### src/hdl/wdpr_pkg.sv
package wdpr_pkg;

  // Special function register addresses
  localparam logic [7:0] ADR_PWR_CTRL = 8'h87;
  localparam logic [7:0] ADR_WDT_CTRL = 8'h8F;
  localparam logic [7:0] ADR_WCNTL = 8'hA6;
  localparam logic [7:0] ADR_WCNTH = 8'hA7;

  // Power control field positions
  localparam int PWR_OFF_BIT = 4;
  localparam int PWR_GF1_BIT = 3;
  localparam int PWR_GF0_BIT = 2;
  localparam int PWR_DOWN_BIT = 1;
  localparam int PWR_IDLE_BIT = 0;

  // Watchdog control field positions
  localparam int WDT_EN_BIT = 7;
  localparam int WDT_CLR_BIT = 6;
  localparam int WDT_IDLE_RUN_BIT = 5;
  localparam int WDT_PS_LSB = 0;

  localparam int WCNT_W = 14;
  localparam int PRESC_W = 8;

  // Machine cycle: six states of two phases each, twelve oscillator periods
  localparam logic [2:0] ST_S5 = 3'h4;
  localparam logic [2:0] ST_S6 = 3'h5;
  localparam logic [2:0] ST_S1 = 3'h0;

  // Machine cycles a watchdog reset is held asserted
  localparam logic [1:0] WDT_RST_MC = 2'h2;

  // Values other SFRs load while the system reset output is high
  localparam logic [7:0] RST_PORT = 8'hFF;
  localparam logic [7:0] RST_SP = 8'h07;
  localparam logic [7:0] RST_SFR = 8'h00;

  typedef enum logic [1:0] {PM_RUN, PM_IDLE, PM_PDOWN} wdpr_pm_t;

  typedef struct packed {
    logic [7:0] addr;
    logic [7:0] wdata;
    logic wr;
    logic rd;
  } wdpr_bus_t;

  // Last prescaler count for each select code
  function automatic logic [PRESC_W-1:0] wdpr_presc_last(input logic [2:0] sel);
    case (sel)
      3'h0: wdpr_presc_last = 8'h01;
      3'h2: wdpr_presc_last = 8'h03;
      3'h1: wdpr_presc_last = 8'h07;
      3'h3: wdpr_presc_last = 8'h0F;
      3'h4: wdpr_presc_last = 8'h1F;
      3'h5: wdpr_presc_last = 8'h3F;
      3'h6: wdpr_presc_last = 8'h7F;
      default: wdpr_presc_last = 8'hFF;
    endcase
  endfunction

endpackage

### src/hdl/wdpr_rst_deglitch.sv
`timescale 1ns/100ps
module wdpr_rst_deglitch #(
  parameter int SAMPLES = 2
) (
  // Clock and reset
  input wire logic clk,
  input wire logic rst_n,
  // Sampling
  input wire logic sample_stb,
  input wire logic rst_pin,
  // Filtered level
  output logic rst_lvl_ff
);

  typedef struct packed {
    logic [SAMPLES-1:0] hist;
    logic lvl;
  } wdpr_dg_t;

  wdpr_dg_t st_ff;
  wdpr_dg_t nxt_st;

  // A level changes only after SAMPLES agreeing samples, so a short glitch is dropped
  always_comb begin
    nxt_st = st_ff;
    if (sample_stb) begin
      nxt_st.hist = {st_ff.hist[SAMPLES-2:0], rst_pin};
      if (&nxt_st.hist) begin
        nxt_st.lvl = 1'b1;
      end else if (~|nxt_st.hist) begin
        nxt_st.lvl = 1'b0;
      end
    end
  end

  always_ff @(posedge clk or negedge rst_n) begin
    if (!rst_n) begin
      st_ff <= '0;
    end else begin
      st_ff <= nxt_st;
    end
  end

  assign rst_lvl_ff = st_ff.lvl;

endmodule // wdpr_rst_deglitch

### src/hdl/wdpr_ctrl.sv
`timescale 1ns/100ps
// Notes on behaviour
// - Watchdog is divider chain; selected output sets interval
// - Enabled watchdog time-out raises system reset
// - Any reset leaves the watchdog disabled
// - Enable bit starts watchdog; clearing stops reset
// - Clear bit zeroes counter, prescaler, itself at next S6P2
// - Idle-run bit keeps watchdog counting in idle
// - Select code picks divide 2 up to 256
// - Time-out after 2^14 times prescaler machine cycles
// - Reset clears watchdog counter to zero
// - Input clock halved before internal use
// - Idle bit stops processor clock, peripherals run
// - Interrupt or reset ends idle mode
// - Power-down bit stops every clock and oscillator
// - Only reset leaves power-down; interrupts ignored
// - Reset pin sampled once per machine cycle
// - Reset pin deglitched against short pulses
// - Reset initialises power control, other SFRs
// - Power-off flag set on power-on, software clears
// - Power control register at address 87H
module wdpr_ctrl
  import wdpr_pkg::*;
(
  // Clock and power-on reset
  input wire logic clk,
  input wire logic rst_n,
  // SFR access
  input wire wdpr_bus_t sfr_bus,
  output logic [7:0] sfr_rdata_ff,
  // Pins and events
  input wire logic rst_pin,
  input wire logic irq_pend,
  // System control
  output logic sys_rst_ff,
  output logic cpu_clk_run_ff,
  output logic periph_clk_run_ff,
  output logic osc_run_ff,
  output logic wdt_timeout_ff
);

  typedef struct packed {
    logic phase;
    logic [2:0] stt;
    wdpr_pm_t pm;
    logic pwr_off;
    logic gf1;
    logic gf0;
    logic en;
    logic clr;
    logic idle_run;
    logic [2:0] ps;
    logic [PRESC_W-1:0] presc;
    logic [WCNT_W-1:0] wcnt;
    logic [1:0] wrst_cnt;
    logic sysrst;
    logic [7:0] rdata;
    logic tout;
    logic cpu_run;
    logic per_run;
    logic osc_run;
  } wdpr_st_t;

  wdpr_st_t st_ff;
  wdpr_st_t nxt_st;
  logic ext_rst_lvl;
  logic osc_on;
  logic mc_tick;
  logic smp_tick;
  logic clr_req;
  logic rst_act;
  logic wdt_run;
  logic presc_tick;

  assign osc_on = (st_ff.pm != PM_PDOWN);
  // Internal state clock runs at half the input rate; a machine cycle ends at S6P2
  assign mc_tick = osc_on && st_ff.phase && (st_ff.stt == ST_S6);
  assign smp_tick = osc_on && st_ff.phase && (st_ff.stt == ST_S5);
  assign clr_req = sfr_bus.wr && (sfr_bus.addr == ADR_WDT_CTRL) && sfr_bus.wdata[WDT_CLR_BIT];
  assign rst_act = ext_rst_lvl || (st_ff.wrst_cnt != 2'h0);
  // Counting pauses when disabled or in idle without the idle-run bit
  assign wdt_run = st_ff.en && (st_ff.pm == PM_RUN || (st_ff.pm == PM_IDLE && st_ff.idle_run));
  assign presc_tick = (st_ff.presc == wdpr_presc_last(st_ff.ps));

  // Pin sampled once per machine cycle; two agreeing samples needed, so one machine cycle of
  // noise never resets and a hold of two machine cycles always does
  wdpr_rst_deglitch #(
    .SAMPLES(2)
  ) u_deglitch (
    .clk(clk),
    .rst_n(rst_n),
    .sample_stb(smp_tick),
    .rst_pin(rst_pin),
    .rst_lvl_ff(ext_rst_lvl)
  );

  always_comb begin
    nxt_st = st_ff;
    nxt_st.tout = 1'b0;
    nxt_st.rdata = 8'h00;

    // State sequencer stops with the oscillator
    if (osc_on) begin
      nxt_st.phase = ~st_ff.phase;
      if (st_ff.phase) begin
        nxt_st.stt = (st_ff.stt == ST_S6) ? ST_S1 : st_ff.stt + 3'h1;
      end
    end

    // Register writes
    if (sfr_bus.wr) begin
      case (sfr_bus.addr)
        ADR_PWR_CTRL: begin
          nxt_st.pwr_off = sfr_bus.wdata[PWR_OFF_BIT];
          nxt_st.gf1 = sfr_bus.wdata[PWR_GF1_BIT];
          nxt_st.gf0 = sfr_bus.wdata[PWR_GF0_BIT];
          if (sfr_bus.wdata[PWR_DOWN_BIT]) begin
            nxt_st.pm = PM_PDOWN;
          end else if (sfr_bus.wdata[PWR_IDLE_BIT]) begin
            nxt_st.pm = PM_IDLE;
          end
        end
        ADR_WDT_CTRL: begin
          nxt_st.en = sfr_bus.wdata[WDT_EN_BIT];
          nxt_st.idle_run = sfr_bus.wdata[WDT_IDLE_RUN_BIT];
          nxt_st.ps = sfr_bus.wdata[WDT_PS_LSB +: 3];
          if (clr_req) begin
            nxt_st.clr = 1'b1;
          end
        end
        default: begin
        end
      endcase
    end

    // Register reads, answered one cycle later
    if (sfr_bus.rd) begin
      case (sfr_bus.addr)
        ADR_PWR_CTRL: begin
          nxt_st.rdata[PWR_OFF_BIT] = st_ff.pwr_off;
          nxt_st.rdata[PWR_GF1_BIT] = st_ff.gf1;
          nxt_st.rdata[PWR_GF0_BIT] = st_ff.gf0;
          nxt_st.rdata[PWR_DOWN_BIT] = (st_ff.pm == PM_PDOWN);
          nxt_st.rdata[PWR_IDLE_BIT] = (st_ff.pm == PM_IDLE);
        end
        ADR_WDT_CTRL: begin
          nxt_st.rdata[WDT_EN_BIT] = st_ff.en;
          nxt_st.rdata[WDT_CLR_BIT] = st_ff.clr;
          nxt_st.rdata[WDT_IDLE_RUN_BIT] = st_ff.idle_run;
          nxt_st.rdata[WDT_PS_LSB +: 3] = st_ff.ps;
        end
        ADR_WCNTL: begin
          nxt_st.rdata = st_ff.wcnt[7:0];
        end
        ADR_WCNTH: begin
          nxt_st.rdata = {2'h0, st_ff.wcnt[WCNT_W-1:8]};
        end
        default: begin
        end
      endcase
    end

    // Watchdog divider chain advances once per machine cycle
    if (mc_tick) begin
      if (st_ff.clr) begin
        nxt_st.presc = '0;
        nxt_st.wcnt = '0;
        // A clear written in this same cycle must survive, so the set wins
        nxt_st.clr = clr_req;
      end else if (wdt_run) begin
        nxt_st.presc = presc_tick ? '0 : st_ff.presc + 8'h01;
        if (presc_tick) begin
          nxt_st.wcnt = st_ff.wcnt + 14'h0001;
          if (&st_ff.wcnt) begin
            nxt_st.tout = 1'b1;
            nxt_st.wrst_cnt = WDT_RST_MC;
          end
        end
      end
      if (st_ff.wrst_cnt != 2'h0) begin
        nxt_st.wrst_cnt = st_ff.wrst_cnt - 2'h1;
      end
    end

    // An interrupt wakes idle only; power-down ignores it
    if (irq_pend && st_ff.pm == PM_IDLE) begin
      nxt_st.pm = PM_RUN;
    end

    // With the oscillator stopped only the raw pin can restart it
    if (st_ff.pm == PM_PDOWN && rst_pin) begin
      nxt_st.pm = PM_RUN;
    end

    // System reset: every control bit back to zero, power-off flag kept
    if (rst_act) begin
      nxt_st.pm = PM_RUN;
      nxt_st.gf1 = RST_SFR[PWR_GF1_BIT];
      nxt_st.gf0 = RST_SFR[PWR_GF0_BIT];
      nxt_st.en = RST_SFR[WDT_EN_BIT];
      nxt_st.clr = RST_SFR[WDT_CLR_BIT];
      nxt_st.idle_run = RST_SFR[WDT_IDLE_RUN_BIT];
      nxt_st.ps = RST_SFR[WDT_PS_LSB +: 3];
      nxt_st.presc = '0;
      nxt_st.wcnt = '0;
    end
    nxt_st.sysrst = rst_act;

    nxt_st.cpu_run = (nxt_st.pm == PM_RUN);
    nxt_st.per_run = (nxt_st.pm != PM_PDOWN);
    nxt_st.osc_run = (nxt_st.pm != PM_PDOWN);
  end

  always_ff @(posedge clk or negedge rst_n) begin
    if (!rst_n) begin
      st_ff <= '0;
      st_ff.pwr_off <= 1'b1;
      st_ff.cpu_run <= 1'b1;
      st_ff.per_run <= 1'b1;
      st_ff.osc_run <= 1'b1;
    end else begin
      st_ff <= nxt_st;
    end
  end

  assign sfr_rdata_ff = st_ff.rdata;
  assign sys_rst_ff = st_ff.sysrst;
  assign cpu_clk_run_ff = st_ff.cpu_run;
  assign periph_clk_run_ff = st_ff.per_run;
  assign osc_run_ff = st_ff.osc_run;
  assign wdt_timeout_ff = st_ff.tout;

endmodule // wdpr_ctrl

### config.mk
export PLATFORM = sky130hd
export DESIGN_NAME = wdpr_ctrl
export DESIGN_NICKNAME = d
export VERILOG_FILES = /design/src/hdl/wdpr_pkg.sv /design/src/hdl/wdpr_rst_deglitch.sv /design/src/hdl/wdpr_ctrl.sv
export SDC_FILE = /design/constraint.sdc
export NUM_CORES = 1
export LEC_CHECK = 0
export CAP_MARGIN = 20
export CORE_ASPECT_RATIO = 1.25
export CORE_UTILIZATION = 31
export CTS_BUF_LIST = sky130_fd_sc_hd__clkbuf_8
export DETAILED_ROUTE_END_ITERATION = 16
export DONT_BUFFER_PORTS = 1
export PLACE_DENSITY = 0.46
export SETUP_SLACK_MARGIN = 0.02
export SYNTH_ARGS = -nofsm -noshare
export SYNTH_HDL_FRONTEND = slang
export SYNTH_HIERARCHICAL = 1
export SYNTH_SLANG_ARGS = --single-unit
### constraint.sdc
create_clock -name clk -period 2.3 [get_ports clk]
set_input_delay 0.23 -clock clk [delete_from_list [all_inputs] [get_ports clk]]
set_output_delay 0.23 -clock clk [all_outputs]
set_load 0.02 [all_outputs]
==> results of run 1 <==
synthesized netlist by cell type (3+ instances only):
master,n,area share
sky130_fd_sc_hd__or4_1,7,0.017
sky130_fd_sc_hd__nand3_1,19,0.031
sky130_fd_sc_hd__o22ai_1,6,0.012
sky130_fd_sc_hd__or3_1,3,0.0061
sky130_fd_sc_hd__o21ai_1,4,0.0065
sky130_fd_sc_hd__a21oi_1,11,0.018
sky130_fd_sc_hd__nand2b_1,9,0.018
sky130_fd_sc_hd__nor3_1,6,0.0098
sky130_fd_sc_hd__nor2_1,16,0.020
sky130_fd_sc_hd__inv_1,14,0.017
sky130_fd_sc_hd__clkbuf_1,9,0.011
sky130_fd_sc_hd__a32oi_1,3,0.0085
sky130_fd_sc_hd__dfstp_2,3,0.026
sky130_fd_sc_hd__buf_2,3,0.0049
sky130_fd_sc_hd__o211ai_1,9,0.022
sky130_fd_sc_hd__o21ai_0,4,0.0065
sky130_fd_sc_hd__buf_4,9,0.022
sky130_fd_sc_hd__a22oi_1,4,0.0098
sky130_fd_sc_hd__ha_1,5,0.020
sky130_fd_sc_hd__and3_1,5,0.010
sky130_fd_sc_hd__mux2i_1,10,0.033
sky130_fd_sc_hd__nand4_1,9,0.018
sky130_fd_sc_hd__nand2_1,46,0.056
sky130_fd_sc_hd__mux2_2,5,0.018
sky130_fd_sc_hd__nor2b_1,10,0.020
sky130_fd_sc_hd__o221ai_1,3,0.0085
sky130_fd_sc_hd__dfrtp_1,50,0.41
state kept, by name (all words and copies together), names as in the netlist:
name and flops:
cpu_clk_run_ff 1, osc_run_ff 1, sfr_rdata_ff 8, st_ff 39, sys_rst_ff 1, u_deglitch/rst_lvl_ff 1, u_deglitch/st_ff 1, wdt_timeout_ff 1
final cells by class:
class | count | area, µm² | share of cell area
multi-input combinational | 237 | 1580 | 0.449
timing repair buffer | 30 | 263 | 0.0746
inverter | 15 | 56.3 | 0.0160
clock buffer | 5 | 68.8 | 0.0195
clock inverter | 3 | 65.1 | 0.0185
sequential | 53 | 1330 | 0.378
tap | 126 | 158 | 0.0447
through the flow:
stage | hold WS [ps] | setup WS, ps | std cells
global route | 41.6 | 4.41 | 469
detailed placement | -64.5 | 55.0 | 457
global placement | -64.3 | 145 | 457
floorplan | -65.6 | 181 | 327
finish | 45.5 | 95.5 | 469
CTS | 34.4 | 44.2 | 468
critical path: cells and delay by family (launching register included):
kind | cells | cell delay [ps]
compound gates | 1 | 160
fa+ha+maj | 1 | 180
flops | 1 | 370
mux | 1 | 330
simple gates | 4 | 1040
final timing paths:
kind,end,slack (ps),cells past startpoint
min in group asynchronous,st_ff[18],460,2
max,st_ff[13],100,7
min reg2reg,st_ff[13],500,1
max reg2reg,st_ff[13],100,7
max in group asynchronous,st_ff[45],1570,2
min,st_ff[45],50,1
where the power goes:
group	total, mW	internal [mW]	switching (mW)
combinational	0.514	0.204	0.310
sequential	1.11	1.01	0.0941
clock	0.763	0.433	0.330
cell families (layout without fill, tap and decap cells):
kind of cell    count (synthesis)  count (layout)  synth area share
buf+inv                        37              53            0.0598
xor+xnor                        2               2           0.00570
mux                            18              18            0.0631
fa+ha+maj                       5               5            0.0204
flops                          53              53             0.433
simple gates                  153             153             0.274
compound gates                 59              59             0.145
per-layer routing:
layer | up-vias | track usage
li1 | 1209 | -
met1 | 1201 | 0.201
met2 | 60 | 0.278
met3 | 11 | 0.0289
met4 | 0 | 0.0603
met5 | - | 0
timing repair:
action,CTS,global route
setup endpoints to repair,0,14
setup buffers,0,1
hold endpoints to repair,55,0
hold buffers,3,0
resized for setup,0,5
==> results.ini, run 1 <==
[status]
status = finished, final reports clean

[sta]
final.setup.tns_ps = 0
hold_violations = 0
clock.fmax_mhz = 454
worst_clock_skew_ps = 6.49
timing.final.crit_period_ps = 2200
slew_headroom = 0.686
worstMarginPinSlew_ps = 471
min_period_over_period = 0.958
final-max-slew-violation-count = 0
timing.final.setup_violations = 0
rsz0062_at_grt = true

[setup_path]
worstSetupEndpointType = flip-flop
critical-path-max-stage-delay_ps = 440
timing.critical_path.cells = ha_1 -> and4_1 -> and4bb_1 -> nand2_1 -> or4_1 -> o22ai_2 -> mux2_1
startpoint_type = flip-flop
category_of_the_critical_setup_timing_path = flip-flop to flip-flop
worstPathRequired_ps = 2510
critical_path_arrival_ps = 2420
crit_fanout = 4
worst_r2r_startpoint = st_ff[16]
worstSetupStartpoint = st_ff[16]
critical-path-slowest-cell = sky130_fd_sc_hd__or4_1

[detailed_routing]
wl_mm = 7.86
initial_drt_markers = 160
viasPerCell = 5.29
drt-met1-wl_mm = 3.35
met3WireLength_um = 406
firstDrtPassIters = 5
uppermost_layer_routed = met4
number_of_remaining_drc_errors = 0
route.vias.total = 2481
wl_met2_mm = 3.97
drt-wirelength-per-cell_um = 16.8
ant_nets = 0

[global_routing]
grt_first_pass_wirelength_mm = 12.9
global_route.usage.total = 0.161
largest_net_degree_at_the_start_of_global_routing = 54
first_global_vias = 2438
globalRouteOverflowTotal = 0
antenna_violations_before_repair = 0

[placed_design]
gpl_congestion = 0.801
buffer_ports.inserted = 0
dp_hpwl_mm = 5.66
placed_area_mm2 = 0.00331

[power]
ir_worst_vdd_uv = 547
power.total_mw = 2.38
total_leakage_power_nw = 1.48
power-per-cell-area_mw_per_mm2 = 677

[yosys]
syn-mean-instance-area_um2 = 9.40
dominantRegCellSynth = sky130_fd_sc_hd__dfrtp_1
synth.ff_latch_count = 53
edff_count_synth = 0
postSynthNetCount = 354
synth_warnings = 6
synth-async-reset-ratio = 1.00
synth.yosys.seq_area_share = 0.433
synth.lib_cells_used.distinct = 66
post_synth_instance_area_mm2 = 0.00307
synth_cells = 327

[layout]
fin_area_mm2 = 0.00352
layout-drive-gt1-share = 0.187
layout_commonest_cell = sky130_fd_sc_hd__dfrtp_1
fin_util = 0.367
fillers = 991
antenna-diode-count = 0
final_cell_mix = sky130_fd_sc_hd__dfrtp_1 (49), sky130_fd_sc_hd__nand2_1 (46), sky130_fd_sc_hd__buf_4 (26), sky130_fd_sc_hd__nand3_1 (19), sky130_fd_sc_hd__nor2_1 (16)
area_growth_from_synthesis_to_final_layout_pct = 14.6
num-nets-final = 369

[clocking]
worst_setup_hold_path_clk_slew_ps = 100
cts_tree = done
clk_latency_ps = 320
cts-buffers-inserted = 5
cts_num_sinks = 53
clock_path_buffers = 2
maximum_level_of_the_cts_h_tree = 2
clock-root-buffer = sky130_fd_sc_hd__clkbuf_8

[floorplan]
row_count = 40
die_h_um = 113
boundaryPins = 35
full_die_area_mm2 = 0.0103
initial_utilization = 0.320
die_w_um = 91.1
fp.coreArea_mm2 = 0.00961

[hold_path]
holdCritStartpoint = sfr_bus[6]
timing.hold.worst.class = input pin to flip-flop

[run]
max_cap_violations = 0

(Power assumes the default switching activity.)
==> run 2, diff against run 1 <==
CORE_ASPECT_RATIO = 0.6   (was 1.25)
==> run 2 against run 1 <==
Compared with the run above:
- register-to-register slack about the same
- worst setup slack improved by 11 ps
- clock skew increased by 1.7 ps
- highest routed layer unchanged
==> results.ini, run 2 (synthesized netlist as in run 1, its figures left out) <==
[sta]
worst_clock_skew_ps = 8.20  ; +1.71 ps
final.setup.tns_ps = 0  ; unchanged
min_period_over_period = 0.954  ; -0.00469
hold_violations = 0  ; unchanged
worstMarginPinSlew_ps = 608  ; +137 ps
clock.fmax_mhz = 456  ; +0.49%
fin_worst_hold_slack_ps = 49.8  ; +4.28 ps
rsz0062_at_grt = false
timing.final.crit_period_ps = 2190  ; -10.8 ps
timing.final.setup_violations = 0  ; unchanged
slew_headroom = 0.593  ; -0.0935
final-max-slew-violation-count = 0  ; unchanged

[placed_design]
dp_hpwl_mm = 5.99  ; +5.8%
buffer_ports.inserted = 0  ; unchanged
gpl_congestion = 0.806  ; +0.62%
placed_area_mm2 = 0.00330  ; -0.23%
dp_cells = 461  ; +0.88%

[clocking]
clk_latency_ps = 310  ; about the same
maximum_level_of_the_cts_h_tree = 2  ; unchanged
cts-buffers-inserted = 5  ; unchanged
clock_path_buffers = 2  ; unchanged
cts_num_sinks = 53  ; unchanged
post-cts-setup-buffer-count = 0  ; unchanged
cts_tree = done
clock-root-buffer = sky130_fd_sc_hd__clkbuf_8
worst_setup_hold_path_clk_slew_ps = 100  ; about the same

[layout]
antenna-diode-count = 0  ; unchanged
num-nets-final = 368  ; -0.27%
finish.cell_count_without_fillers = 472  ; +0.64%
seq_area_mm2 = 0.00133  ; about the same
top_register = st_ff
fillers = 970  ; -2.1%
layout-drive-gt1-share = 0.193  ; +0.00639
largest_register_ff_count = 39  ; unchanged
fin_area_mm2 = 0.00351  ; -0.46%
final_cell_mix = sky130_fd_sc_hd__dfrtp_1 (48), sky130_fd_sc_hd__nand2_1 (45), sky130_fd_sc_hd__buf_4 (26), sky130_fd_sc_hd__nand3_1 (19), sky130_fd_sc_hd__nor2_1 (16)
layout_commonest_cell = sky130_fd_sc_hd__dfrtp_1
area_growth_from_synthesis_to_final_layout_pct = 14.1
area_of_combinational_cells_with_multiple_inputs_mm2 = 0.00160  ; +0.95%

[setup_path]
critical-path-slowest-cell = sky130_fd_sc_hd__or4b_4
regToRegEndpoint = st_ff[19]
worstSetupEndpointType = flip-flop
worstPathRequired_ps = 2550  ; +40 ps
critical-path-max-stage-delay_ps = 540  ; +100 ps
category_of_the_critical_setup_timing_path = flip-flop to flip-flop
top_delay_family_on_crit_path = simple AND/OR/NAND/NOR gates
critical_path_arrival_ps = 2440  ; +20 ps
cp.buffers_inverters = 0  ; unchanged
reg2regPathDepth = 6  ; -1
r2r_slack_ps = 110  ; about the same
timing.critical_path.depth = 6  ; -1
timing.critical_path.cells = or4b_4 -> a211oi_2 -> a211o_1 -> nand2_4 -> or4_1 -> nand3_1
startpoint_type = flip-flop
worst_r2r_startpoint = st_ff[39]
crit_fanout = 9  ; +5

[power]
power-per-cell-area_mw_per_mm2 = 658  ; -2.8%
cellInternalPower_mw = 1.57  ; -4.7%
total_leakage_power_nw = 1.47  ; -0.64%
p_sw_frac = 0.318  ; +0.0104
p_switching_uw = 735  ; about the same
ir_worst_vdd_uv = 445  ; -19%
pwr-share-clk = 0.290  ; -0.030
pwr-share-comb = 0.227  ; +0.011
p_seq_frac = 0.482  ; +0.018

[detailed_routing]
ant_nets = 0  ; unchanged
viasPerCell = 5.16  ; -2.5%
initial_drt_markers = 187  ; +17%
drt-wirelength-per-cell_um = 17.1  ; +2.0%
wl_mm = 8.07  ; +2.6%
route.vias.total = 2435  ; -1.9%
firstDrtPassIters = 4  ; -1
number_of_remaining_drc_errors = 0  ; unchanged

[floorplan]
full_die_area_mm2 = 0.0103  ; +0.10%
row_count = 27  ; -33%
die_w_um = 131  ; +43%
fp.coreArea_mm2 = 0.00939  ; -2.3%
boundaryPins = 35  ; unchanged
die_h_um = 79.1  ; -30%
initial_utilization = 0.327  ; +0.00742

[status]
status = finished, final reports clean

[run]
max_cap_violations = 0  ; unchanged

[hold_path]
timing.hold.worst.class = input pin to flip-flop
min_path_cells = 1  ; unchanged
min_delay_worst_endpoint = st_ff[45]
holdCritStartpoint = sfr_bus[6]

[global_routing]
grt_first_pass_wirelength_mm = 13.6  ; +5.6%
largest_net_degree_at_the_start_of_global_routing = 54  ; unchanged
antenna_violations_before_repair = 0  ; unchanged
globalRouteOverflowTotal = 0  ; unchanged
global_route.usage.total = 0.176  ; +0.0145
first_global_vias = 2456  ; +0.74%

[run 2: worst register-to-register path, stage by stage (launching register included)]
cell and delay (ps):
sky130_fd_sc_hd__dfrtp_1 400, sky130_fd_sc_hd__or4b_4 540, sky130_fd_sc_hd__a211oi_2 170, sky130_fd_sc_hd__a211o_1 270
sky130_fd_sc_hd__nand2_4 140, sky130_fd_sc_hd__or4_1 520, sky130_fd_sc_hd__nand3_1 90
[run 2: layout make-up]
class                           count  share of cell area
Tap cell                          130              0.0464
Timing Repair Buffer               29              0.0692
Sequential cell                    53               0.380
Multi-Input combinational cell    237               0.455
Inverter                           15              0.0161
Clock inverter                      2             0.00963
Clock buffer                        6              0.0235
[run 2: worst max-delay path by stage]
stage                    from   endpoint  slack, ps
finish              st_ff[39]  st_ff[19]        110
global route        st_ff[13]  st_ff[16]         10
CTS                 st_ff[16]  st_ff[13]         80
detailed placement  st_ff[16]  st_ff[13]         10
global placement    st_ff[15]  st_ff[13]        110
floorplan           st_ff[15]  st_ff[13]        180
[run 2: stage by stage]
stage,power [mW],util,setup slack [ps]
finish,2.31,0.373,106
global route,2.46,0.373,13.8
CTS,2.33,0.370,75.3
floorplan,1.45,-,181
global placement,1.61,0.352,108
detailed placement,1.62,0.352,11.7
[run 2: power by group through the flow]
stage	registers [mW]	logic [mW]	clock network, mW
2_1_floorplan	1.09	0.356	0
3_3_place_gp	1.13	0.482	0
3_5_place_dp	1.13	0.487	0
4_1_cts	1.11	0.519	0.699
5_1_grt	1.13	0.598	0.734
6_report	1.11	0.525	0.670
[run 2: timing repair]
| item | 4_1_cts | 5_1_grt |
|---|---|---|
| hold buffers | 3 | 0 |
| resized for setup | 1 | 10 |
| endpoints found under the hold margin | 55 | 0 |
| gates cloned | 0 | 0 |
| setup endpoints to repair | 1 | 15 |
| pin swaps | 0 | 2 |
[run 2: per-layer routing]
layer,vias up,routed length [µm],track usage
met1,1182,4370,0.273
met2,40,3180,0.242
li1,1205,-,-
met4,0,63,0.0379
met3,8,458,0.0384
met5,-,0,0
